<file path="src/tft_bias_params.svh">
`ifndef TFT_BIAS_PARAMS_SVH
`define TFT_BIAS_PARAMS_SVH

// Clock and ramp timing
`define CLK_PERIOD_NS      10
`define RAMP_PERIOD_MS     6
`define RAMP_CYCLES        ((`RAMP_PERIOD_MS * 1000000) / `CLK_PERIOD_NS)
`define FB_RELEASE_US      15
`define FB_RELEASE_CYCLES  ((`FB_RELEASE_US * 1000) / `CLK_PERIOD_NS)

// Widths
`define RAMP_W             20
`define PER_W              4
`define FILT_W             11

// Sequence points, in ramp periods counted from enable
`define NEG_START_PERIOD   4'h2
`define POS_START_PERIOD   4'h4
`define EVAL_PERIODS       4'h9

// Reset values
`define RAMP_RST           20'h00000
`define PER_RST            4'h0
`define FILT_RST           11'h000

`endif

</file>
<file path="src/tft_bias_pkg.sv">
package tft_bias_pkg;
    typedef enum logic [6:0] {
        S_OFF   = 7'h01,
        S_BOOST = 7'h02,
        S_NEG   = 7'h04,
        S_POS   = 7'h08,
        S_RUN   = 7'h10,
        S_FAULT = 7'h20,
        S_SHUT  = 7'h40
    } seq_state_t;

    typedef logic [19:0] ramp_t;
    typedef logic [3:0]  period_t;
endpackage

</file>
<file path="src/ramp_if.sv">
`timescale 1ns/1ns
interface ramp_if;
    import tft_bias_pkg::*;
    logic  run;
    logic  restart;
    logic  period_end;
    ramp_t level;

    modport ctrl  (output run, output restart, input period_end, input level);
    modport timer (input run, input restart, output period_end, output level);
endinterface

</file>
<file path="src/tft_bias_sequencer.sv">
`timescale 1ns/1ns
`include "tft_bias_params.svh"
// Functional notes
// - Start on enable rising, or enable high when supply leaves lockout.
// - Enable boost first, then negative rail, then positive rail.
// - Each stage soft-starts and settles two full ramp periods before the next.
// - Ramp period is a parameter, 6 ms reference, also soft-start period.
// - Negative and boost soft-start references follow the timing ramp.
// - All three feedback comparators evaluated after a parameterised period count.
// - All above 80% at evaluation: hold ramp at ground, drive ready low.
// - Any below 80% at evaluation: ready released, fault timer starts at once.
// - Any output dropping below 80% starts fault timer and releases ready.
// - Fault still present at one ramp period end disables all outputs.
// - After fault shutdown stay off until enable cycled or power cycled.
// - Re-enable after shutdown reruns full sequence from the boost stage.
// - Fault clearing before timer expiry restores ready and normal running.
// - Enable low disables all outputs on the third clock edge after it.
// - Ready released about 15 us after a feedback drops below threshold.
// - Ready stays high impedance during startup.
module tft_bias_sequencer
    import tft_bias_pkg::*;
#(
    parameter int unsigned RAMP_CYCLES  = `RAMP_CYCLES,
    parameter period_t     EVAL_PERIODS = `EVAL_PERIODS
) (
    input  wire logic  CLOCK,
    input  wire logic  RESET_N,
    input  wire logic  ENABLE,
    input  wire logic  UVLO_LOCKOUT,
    input  wire logic  BOOST_FEEDBACK_INPUT,
    input  wire logic  NEGATIVE_FEEDBACK_INPUT,
    input  wire logic  POSITIVE_FEEDBACK_INPUT,
    output logic       BOOST_ENABLE,
    output logic       NEGATIVE_RAIL_OUTPUT_EN,
    output logic       POSITIVE_RAIL_OUTPUT_EN,
    output ramp_t      TIMING_CAPACITOR_RAMP,
    output logic       READY_OUT,
    output logic       READY_OE_N
);
    localparam logic [`FILT_W-1:0] FILT_LAST = (`FILT_W)'(`FB_RELEASE_CYCLES - 1);

    // Two-stage synchronisers for the lockout, enable and feedback inputs
    wire  [4:0] raw_in = {UVLO_LOCKOUT, ENABLE, POSITIVE_FEEDBACK_INPUT,
                          NEGATIVE_FEEDBACK_INPUT, BOOST_FEEDBACK_INPUT};
    logic [4:0] sync1_ff;
    logic [4:0] sync2_ff;

    genvar gi;
    generate
        for (gi = 0; gi < 5; gi++) begin : g_sync
            always_ff @(posedge CLOCK) begin
                if (!RESET_N) begin
                    sync1_ff[gi] <= 1'b0;
                    sync2_ff[gi] <= 1'b0;
                end else begin
                    sync1_ff[gi] <= raw_in[gi];
                    sync2_ff[gi] <= sync1_ff[gi];
                end
            end
        end
    endgenerate

    wire uvlo_s = sync2_ff[4];
    wire en_s   = sync2_ff[3];
    wire all_ok = &sync2_ff[2:0];
    wire go     = en_s && !uvlo_s;

    seq_state_t            state_ff;
    seq_state_t            nxt_state;
    period_t               period_ff;
    logic [`FILT_W-1:0]    filt_ff;
    logic                  go_prev_ff;
    logic                  boost_en_ff;
    logic                  neg_en_ff;
    logic                  pos_en_ff;
    logic                  ready_oe_n_ff;
    logic                  ready_out_ff;

    ramp_if rif ();

    ramp_timer #(
        .TERM_CYCLES (RAMP_CYCLES)
    ) u_ramp (
        .clk   (CLOCK),
        .rst_n (RESET_N),
        .rif   (rif)
    );

    // Decodes
    wire go_rise    = go && !go_prev_ff;
    wire period_end = rif.period_end;
    wire neg_due    = period_end && (period_ff == `NEG_START_PERIOD - 4'h1);
    wire pos_due    = period_end && (period_ff == `POS_START_PERIOD - 4'h1);
    wire eval_now   = period_end && (period_ff == EVAL_PERIODS - 4'h1);
    wire fb_trip    = (filt_ff == FILT_LAST) && !all_ok;
    wire in_seq     = (state_ff == S_BOOST) || (state_ff == S_NEG) || (state_ff == S_POS);

    // Ramp runs during sequencing and fault timing, held at ground otherwise
    assign rif.run     = in_seq || (state_ff == S_FAULT);
    assign rif.restart = (state_ff == S_POS) && (nxt_state == S_FAULT);

    always_comb begin
        nxt_state = state_ff;
        unique case (state_ff)
            S_OFF: begin
                if (go_rise) begin
                    nxt_state = S_BOOST;
                end
            end
            S_BOOST: begin
                if (neg_due) begin
                    nxt_state = S_NEG;
                end
            end
            S_NEG: begin
                if (pos_due) begin
                    nxt_state = S_POS;
                end
            end
            S_POS: begin
                if (eval_now) begin
                    nxt_state = all_ok ? S_RUN : S_FAULT;
                end
            end
            S_RUN: begin
                if (fb_trip) begin
                    nxt_state = S_FAULT;
                end
            end
            S_FAULT: begin
                if (period_end && !all_ok) begin
                    nxt_state = S_SHUT;
                end else if (all_ok) begin
                    nxt_state = S_RUN;
                end
            end
            S_SHUT: begin
                nxt_state = S_SHUT;
            end
        endcase
        if (!go) begin
            nxt_state = S_OFF;
        end
    end

    wire nxt_boost = (nxt_state != S_OFF) && (nxt_state != S_SHUT);
    wire nxt_neg   = nxt_boost && (nxt_state != S_BOOST);
    wire nxt_pos   = nxt_neg && (nxt_state != S_NEG);

    // Lockout clears the sequencer without waiting for a clock
    always_ff @(posedge CLOCK or posedge UVLO_LOCKOUT) begin
        if (UVLO_LOCKOUT) begin
            state_ff      <= S_OFF;
            go_prev_ff    <= 1'b0;
            boost_en_ff   <= 1'b0;
            neg_en_ff     <= 1'b0;
            pos_en_ff     <= 1'b0;
            ready_oe_n_ff <= 1'b1;
        end else if (!RESET_N) begin
            state_ff      <= S_OFF;
            go_prev_ff    <= 1'b0;
            boost_en_ff   <= 1'b0;
            neg_en_ff     <= 1'b0;
            pos_en_ff     <= 1'b0;
            ready_oe_n_ff <= 1'b1;
        end else begin
            state_ff      <= nxt_state;
            go_prev_ff    <= go;
            boost_en_ff   <= nxt_boost;
            neg_en_ff     <= nxt_neg;
            pos_en_ff     <= nxt_pos;
            ready_oe_n_ff <= (nxt_state != S_RUN);
        end
    end

    // Periods elapsed since enable
    always_ff @(posedge CLOCK) begin
        if (!RESET_N || !in_seq) begin
            period_ff <= `PER_RST;
        end else if (period_end) begin
            period_ff <= period_ff + 4'h1;
        end
    end

    // Undervoltage filter before ready is released
    always_ff @(posedge CLOCK) begin
        if (!RESET_N || state_ff != S_RUN || all_ok) begin
            filt_ff <= `FILT_RST;
        end else if (filt_ff != FILT_LAST) begin
            filt_ff <= filt_ff + (`FILT_W)'(1);
        end
    end

    // Ready pin only ever pulls low
    always_ff @(posedge CLOCK) begin
        ready_out_ff <= 1'b0;
    end

    // Cycles spent in fault timing, only read by the checks below
    ramp_t fault_cyc_ff;
    always_ff @(posedge CLOCK) begin
        if (!RESET_N || state_ff != S_FAULT) begin
            fault_cyc_ff <= `RAMP_RST;
        end else begin
            fault_cyc_ff <= fault_cyc_ff + ramp_t'(1);
        end
    end

    assign BOOST_ENABLE            = boost_en_ff;
    assign NEGATIVE_RAIL_OUTPUT_EN = neg_en_ff;
    assign POSITIVE_RAIL_OUTPUT_EN = pos_en_ff;
    assign TIMING_CAPACITOR_RAMP   = rif.level;
    assign READY_OUT               = ready_out_ff;
    assign READY_OE_N              = ready_oe_n_ff;
endmodule

</file>
<file path="src/ramp_timer.sv">
`timescale 1ns/1ns
`include "tft_bias_params.svh"
module ramp_timer
    import tft_bias_pkg::*;
#(
    parameter int unsigned TERM_CYCLES = `RAMP_CYCLES
) (
    input wire logic clk,
    input wire logic rst_n,
    ramp_if.timer    rif
);
    localparam ramp_t TERM_LAST = ramp_t'(TERM_CYCLES - 1);

    ramp_t cnt_ff;
    logic  end_ff;
    wire   at_term = (cnt_ff == TERM_LAST);
    wire   hold    = !rif.run || rif.restart;

    // Ramp sits at ground while held, wraps at the terminal count
    always_ff @(posedge clk) begin
        if (!rst_n || hold) begin
            cnt_ff <= `RAMP_RST;
        end else if (at_term) begin
            cnt_ff <= `RAMP_RST;
        end else begin
            cnt_ff <= cnt_ff + ramp_t'(1);
        end
    end

    always_ff @(posedge clk) begin
        if (!rst_n) begin
            end_ff <= 1'b0;
        end else begin
            end_ff <= !hold && at_term;
        end
    end

    assign rif.level      = cnt_ff;
    assign rif.period_end = end_ff;
endmodule

</file>
<file path="config.mk">
export PLATFORM = sky130hd
export DESIGN_NAME = tft_bias_sequencer
export DESIGN_NICKNAME = d
export VERILOG_FILES = /design/src/tft_bias_pkg.sv /design/src/ramp_if.sv /design/src/tft_bias_sequencer.sv /design/src/ramp_timer.sv
export VERILOG_INCLUDE_DIRS = /design/src
export SDC_FILE = /design/constraint.sdc
export NUM_CORES = 1
export LEC_CHECK = 0
export BUFFER_PORTS_ARGS = -buffer_cell sky130_fd_sc_hd__buf_2
export CORE_MARGIN = 1.5
export CORE_UTILIZATION = 52
export DETAILED_ROUTE_END_ITERATION = 12
export PLACE_DENSITY = 0.75
export SYNTH_ARGS = -nofsm -noshare
export SYNTH_HDL_FRONTEND = slang
export SYNTH_SLANG_ARGS = --single-unit
</file>
<file path="constraint.sdc">
create_clock -name CLOCK -period 2 [get_ports CLOCK]
set_input_delay 0 -clock CLOCK [delete_from_list [all_inputs] [get_ports CLOCK]]
set_output_delay 0 -clock CLOCK [all_outputs]
set_load 0.05 [all_outputs]
</file>
==> results_dict.tcl, run 1 <==
set metrics [dict create \
    status "finished with violations" \
    violations "negative setup slack" \
    endpoint_kind "flop" \
    drc 0 \
    grt_max_degree 21 \
    crit_required_ps 2240 \
    clockRootBuffer "clkbuf_8" \
    p_leak_nw 1.51 \
    grt_pass1_vias 2500 \
    cts_tree "done" \
    clock_sinks 58 \
    rsz0062_at_grt "yes" \
    start_util_pct 53.3 \
    nets 407 \
    worstPathArrival_ps 2410 \
    drt_iter0_drc 161 \
    synth-main-ff-cell "dfxtp_1" \
    place_hpwl_mm 4.59 \
    p_comb_share_pct 2.9 \
    crit_fanout 8 \
    vias 2562 \
    pwr-share-seq_pct 49.4 \
    fillers 411 \
    path_class "flop to flop" \
    synth_edf_count 0 \
    regArea_mm2 0.00124 \
    layout.cells.non_filler 472 \
    drive_above_1_share_pct 37.3 \
    synth.distinct_cells 66 \
    finalHoldViolations 0 \
    fin_skew_ps 6.15 \
    syn-num-nets 329 \
    setup_violations 23 \
    netlist_area_mm2 0.00290 \
    drt-pass1-iter-count 4 \
    syn_area_per_cell_um2 9.15 \
    total_power_mw 2.38 \
    gp_congestion 0.939 \
    core.rowCount 27 \
    synthCells 317 \
    totalNegativeSetupSlack_ps -1010 \
    multi_input_area_mm2 0.00167 \
    coreArea_mm2 0.00544 \
    design_area_mm2 0.00386 \
    cts_max_level 3 \
    ys_ff_latch 58 \
    totalWireLength_mm 7.00 \
    finalCritPeriodShare_pct 108 \
    area_delta_synth_final_pct 33.0 \
    clkPwrFrac_pct 47.7 \
    cts_max_path_buffers 2 \
    overflow 0 \
    reg2reg_depth 7 \
    setup_ws_ps -169 \
    relSlewSlack_pct 56.8 \
    power.internal_mw 1.88 \
    grtUsageTotal_pct 24.7 \
    ios 32 \
    seq_area_frac_synth_pct 42.2 \
    worstSetupStartpointType "flop" \
    holdCritPathClass "input pin to flop" \
    drv_slew 0 \
    layout_min_cycle_time_ps 2170 \
    swShare_pct 20.9 \
    avgRoutedWirePerCell_um 14.8 \
    grt_pass1_wl_mm 11.6 \
    antenna_found_initial 0 \
    tightestPinTransition_ps 647 \
    min_path_cells 3 \
    viasPerCell 5.43 \
    num_antenna_cells 0 \
    clk_pin_slew_ps 70 \
    synthArstFlopShare_pct 20.7 \
    max_cap_violations 0 \
    yosysWarnings 0 \
    insertion_delay_ps 330 \
    placed_cells 442 \
    dieArea_mm2 0.00603 \
    ant_nets 0 \
    placed_area_mm2 0.00334 \
    die_h_um 77.7 \
    cts_buffers 9 \
    p_switching_uw 498 \
    die_x_um 77.7 \
    port_buffers 30 \
    max_freq_ghz 0.461 \
    powerDensity_mw_per_mm2 617 \
    irDropWorstVdd_uv 464 \
]
-- cell usage after synthesis, types with 2 or more instances --
cell / count / share of area [%]
buf_2: 2 / 0.35
xnor2_1: 14 / 4.2
buf_4: 5 / 1.3
nor2b_1: 4 / 0.86
nand3_1: 22 / 3.8
nor4b_1: 2 / 0.60
a311oi_1: 2 / 0.60
a21oi_1: 5 / 0.86
inv_1: 11 / 1.4
nand2_1: 20 / 2.6
clkbuf_1: 4 / 0.52
ha_1: 5 / 2.2
xor2_1: 18 / 5.4
nand3b_1: 2 / 0.52
nor2_1: 47 / 6.1
nor4_2: 2 / 0.86
dfstp_2: 2 / 1.8
nor4_1: 4 / 0.86
mux2i_1: 2 / 0.69
nor3_1: 8 / 1.4
a211oi_1: 2 / 0.52
buf_6: 5 / 1.9
a21boi_1: 2 / 0.52
and2_1: 13 / 2.8
o21ai_1: 3 / 0.52
o221ai_1: 2 / 0.60
dfrtp_1: 10 / 8.6
and3_1: 7 / 1.5
o22ai_1: 2 / 0.43
or2_2: 2 / 0.43
dfxtp_1: 46 / 32
o21ai_0: 3 / 0.52
or3_1: 2 / 0.43
nand4_1: 5 / 1.1
-- logic make-up (layout without fill, tap and decap cells) --
kind of cell	Yosys count	after routing	synth area share, %
adders and majority gates	5	5	2.16
buffers and inverters	28	111	5.69
other	1	1	0.129
AOI/OAI and AO/OA	36	36	10.1
and+or+nand+nor	154	154	28.9
DFF	58	58	42.2
muxes	3	3	1.08
xor gates and xnor gates	32	32	9.66
-- per-stage QoR --
step / utilization, % / hold WS (ps) / setup WS, ps
2_1_floorplan: - / -137 / 9.67
4_1_cts: 68.9 / 46.6 / -108
3_3_place_gp: 61.3 / 24.4 / -58.6
6_report: 70.9 / 54.5 / -169
3_5_place_dp: 61.3 / 38.0 / -104
5_1_grt: 70.9 / 88.9 / -222
-- registers in the layout (all words and copies together) (netlist names), 3 cells and up --
signal,flops
filt_ff,11
sync2_ff,3
sync1_ff,5
period_ff,4
state_ff,7
u_ramp.rif.level,20
-- layer usage --
metal	vias to the layer above	GRT usage [%]	part of all wire, %
li1	1256	-	-
met1	1209	31.4	43
met2	80	40.0	49
met3	17	5.18	5.2
met4	0	11.8	2.6
met5	-	0	0
-- layout by cell type, fill, tap and decap left out, types with 9 or more instances in the layout --
master | synthesis | layout
and2_1 | 13 | 13
buf_2 | 2 | 30
buf_4 | 5 | 44
clkbuf_8 | 0 | 10
dfxtp_1 | 46 | 37
dfxtp_2 | 0 | 9
inv_1 | 11 | 11
nand2_1 | 20 | 20
nand3_1 | 22 | 22
nor2_1 | 47 | 33
nor2_2 | 1 | 12
xnor2_1 | 14 | 14
xor2_1 | 18 | 17
-- path summary, 6_finish.rpt --
check                             start               endpoint  slack, ps
max in group asynchronous  UVLO_LOCKOUT            state_ff[0]       1430
min reg2reg                 sync1_ff[3]                   en_s        440
min in group asynchronous  UVLO_LOCKOUT            state_ff[5]        230
max reg2reg                 state_ff[0]             READY_OE_N       -170
min                             RESET_N  u_ramp.rif.period_end         50
max                         state_ff[0]             READY_OE_N       -170
-- power by group through the flow --
stage / clock network, mW / registers, mW / logic (mW)
after floorplan: 0 / 1.20 / 0.0391
after global placement: 0 / 1.20 / 0.0570
after detailed placement: 0 / 1.20 / 0.0585
after CTS: 1.15 / 1.18 / 0.0680
after global routing: 1.22 / 1.18 / 0.0754
final: 1.14 / 1.18 / 0.0685
-- worst max-delay path, stage by stage, from the launching register on --
cell and delay (ps):
dfstp_2 430, buf_4 160, nor4_4 290, a32oi_1 120, nor4_2 290, o21a_1 210, nand2_1 70, or4b_4 520
-- repair_timing --
| action | 4_1_cts | 5_1_grt |
|---|---|---|
| resized for setup | 17 | 29 |
| buffers inserted | 5 | 3 |
| pin swaps | 4 | 10 |
| hold endpoints to repair | 15 | 0 |
| setup endpoints to repair | 24 | 27 |
| hold buffers | 5 | 0 |
| cloned | 2 | 1 |
-- final cells by class --
cell class	instances	area share (%)
Clock buffer	12	4.32
Clock inverter	4	1.20
Tap cell	72	2.34
Sequential cell	58	32.2
Inverter	11	1.07
Timing Repair Buffer	84	15.6
Multi-Input combinational cell	231	43.3
Power figures use the tool's default switching activity.
==> run 2, diff against run 1 <==
--- a/config.mk
+++ b/config.mk
@@ -11,6 +11,7 @@
 export CORE_UTILIZATION = 52
 export DETAILED_ROUTE_END_ITERATION = 12
 export PLACE_DENSITY = 0.75
+export SKIP_CTS_REPAIR_TIMING = 1
 export SYNTH_ARGS = -nofsm -noshare
 export SYNTH_HDL_FRONTEND = slang
 export SYNTH_SLANG_ARGS = --single-unit
==> run 2 against run 1 <==
  * Largest cell class unchanged
  * Clock skew increased by 3.0 ps
  * The run still ends with negative setup slack left
  * Register-to-register slack got worse by 40 ps
  * Power barely moved
==> results_dict.tcl, run 2 (synthesis gave the netlist of run 1 again) <==
set metrics [dict create \
    viasPerCell 5.39 \
    status "finished with violations" \
    layout.cells.non_filler 474 \
    grt_pass1_vias 2397 \
    totalWireLength_mm 7.01 \
    largest_register_ff_count 20 \
    dieArea_mm2 0.00603 \
    area_delta_synth_final_pct 33.6 \
    die_x_um 77.7 \
    vias 2554 \
    crit_required_ps 2250 \
    cts_tree "done" \
    overflow 0 \
    powerDensity_mw_per_mm2 614 \
    drt_iter0_drc 198 \
    finalCritPeriodShare_pct 111 \
    coreArea_mm2 0.00544 \
    holdCritPathClass "input pin to flop" \
    critPathMaxStageDelay_ps 490 \
    total_power_mw 2.38 \
    cts_max_path_buffers 2 \
    path_class "flop to flop" \
    p_leak_nw 1.56 \
    cts_max_level 3 \
    setup_violations 24 \
    drv_slew 0 \
    avgRoutedWirePerCell_um 14.8 \
    final_util_pct 71.3 \
    drt-pass1-iter-count 5 \
    die_h_um 77.7 \
    clk_pin_slew_ps 70 \
    antenna_found_initial 0 \
    worstPathArrival_ps 2460 \
    cp_cell_sequence "buf_4 > nor4_4 > a32oi_2 > nor4_4 > o21a_1 > nand2_1 > or4b_4" \
    clockRootBuffer "clkbuf_8" \
    core.rowCount 27 \
    drive_above_1_share_pct 35.6 \
    crit_family "simple AND/OR/NAND/NOR gates" \
    ant_nets 0 \
    endpoint_kind "flop" \
    rsz0062_at_grt "yes" \
    path_buf_inv 1 \
    critPathMostFrequentCell "nor4_4" \
    start_util_pct 53.3 \
    placed_cells 442 \
    fillers 416 \
    crit_slowest_cell "or4b_4" \
    max_freq_ghz 0.452 \
    crit_start "state_ff[2]" \
    reg2reg_from "state_ff[2]" \
    setup_ws_ps -211 \
    relSlewSlack_pct 58.4 \
    num_antenna_cells 0 \
    crit_fanout 5 \
    gp_congestion 0.939 \
    grtUsageTotal_pct 23.0 \
    hp-start "RESET_N" \
    grt_max_degree 21 \
    grt_pass1_wl_mm 10.9 \
    final_cell_mix "48 x buf_4, 47 x nor2_1, 37 x dfxtp_1, 30 x buf_2, 22 x nand3_1" \
    violations "negative setup slack" \
    ios 32 \
    port_buffers 30 \
    irDropWorstVdd_uv 460 \
    clock_sinks 58 \
    nets 409 \
    tightestPinTransition_ps 622 \
    cts_buffers 9 \
    layout_min_cycle_time_ps 2210 \
    insertion_delay_ps 330 \
    dp_slack_ps -104 \
    multi_input_area_mm2 0.00166 \
    max_cap_violations 0 \
    place_hpwl_mm 4.59 \
    finalHoldViolations 0 \
    regArea_mm2 0.00124 \
    worstSetupStartpointType "flop" \
    fin_skew_ps 9.10 \
    drc 0 \
    final_common_cell "buf_4" \
]
run 2: changes by cell type in the layout (fill, tap and decap cells not counted), sizes merged:
cell / before / now
clkbuf: 13 / 14
buf: 78 / 79
run 2: through the flow:
step                hold slack, ps  setup TNS [ps]  cell area (µm²)
finish                        61.6           -3260             3880
global route                  88.9           -4800             3880
CTS                           -317           -1340             3550
detailed placement            38.0            -716             3340
global placement              24.4            -192             3340
floorplan                     -137               0             2910
run 2: worst register-to-register path, stage by stage (launching register included):
cell     delay, ps
dfrtp_2        430
buf_4          150
nor4_4         320
a32oi_2        120
nor4_4         350
o21a_1         200
nand2_1         70
or4b_4         490
run 2: final cells by class:
type                            instances  share of cell area, %
Inverter                               11                   1.07
Multi-Input combinational cell        231                   42.9
Sequential cell                        58                   32.0
Tap cell                               72                   2.32
Timing Repair Buffer                   86                   16.3
Clock inverter                          4                   1.19
Clock buffer                           12                   4.29
run 2: power by group:
part	switching [mW]	internal [mW]	total [mW]
Combinational	0.0405	0.0312	0.0717
Sequential	0.00517	1.17	1.18
Clock	0.452	0.682	1.13
Total	0.498	1.88	2.38
run 2: routing by layer:
metal	GRT usage (%)	vias to the layer above	wire, µm
met5	0	-	0
met4	10.7	0	116
met3	5.53	12	294
met2	36.3	73	3470
met1	29.6	1214	3130
li1	-	1255	-
run 2: final timing paths:
| kind | end | depth (start not counted) | slack, ps |
|---|---|---|---|
| setup / recovery | READY_OE_N | 7 | -210 |
| min in group asynchronous | state_ff[5] | 3 | 230 |
| max in group asynchronous | state_ff[3] | 3 | 1410 |
| hold / removal | u_ramp.rif.period_end | 3 | 60 |
| hold reg to reg | sync2_ff[0] | 1 | 440 |
| setup reg to reg | READY_OE_N | 7 | -210 |
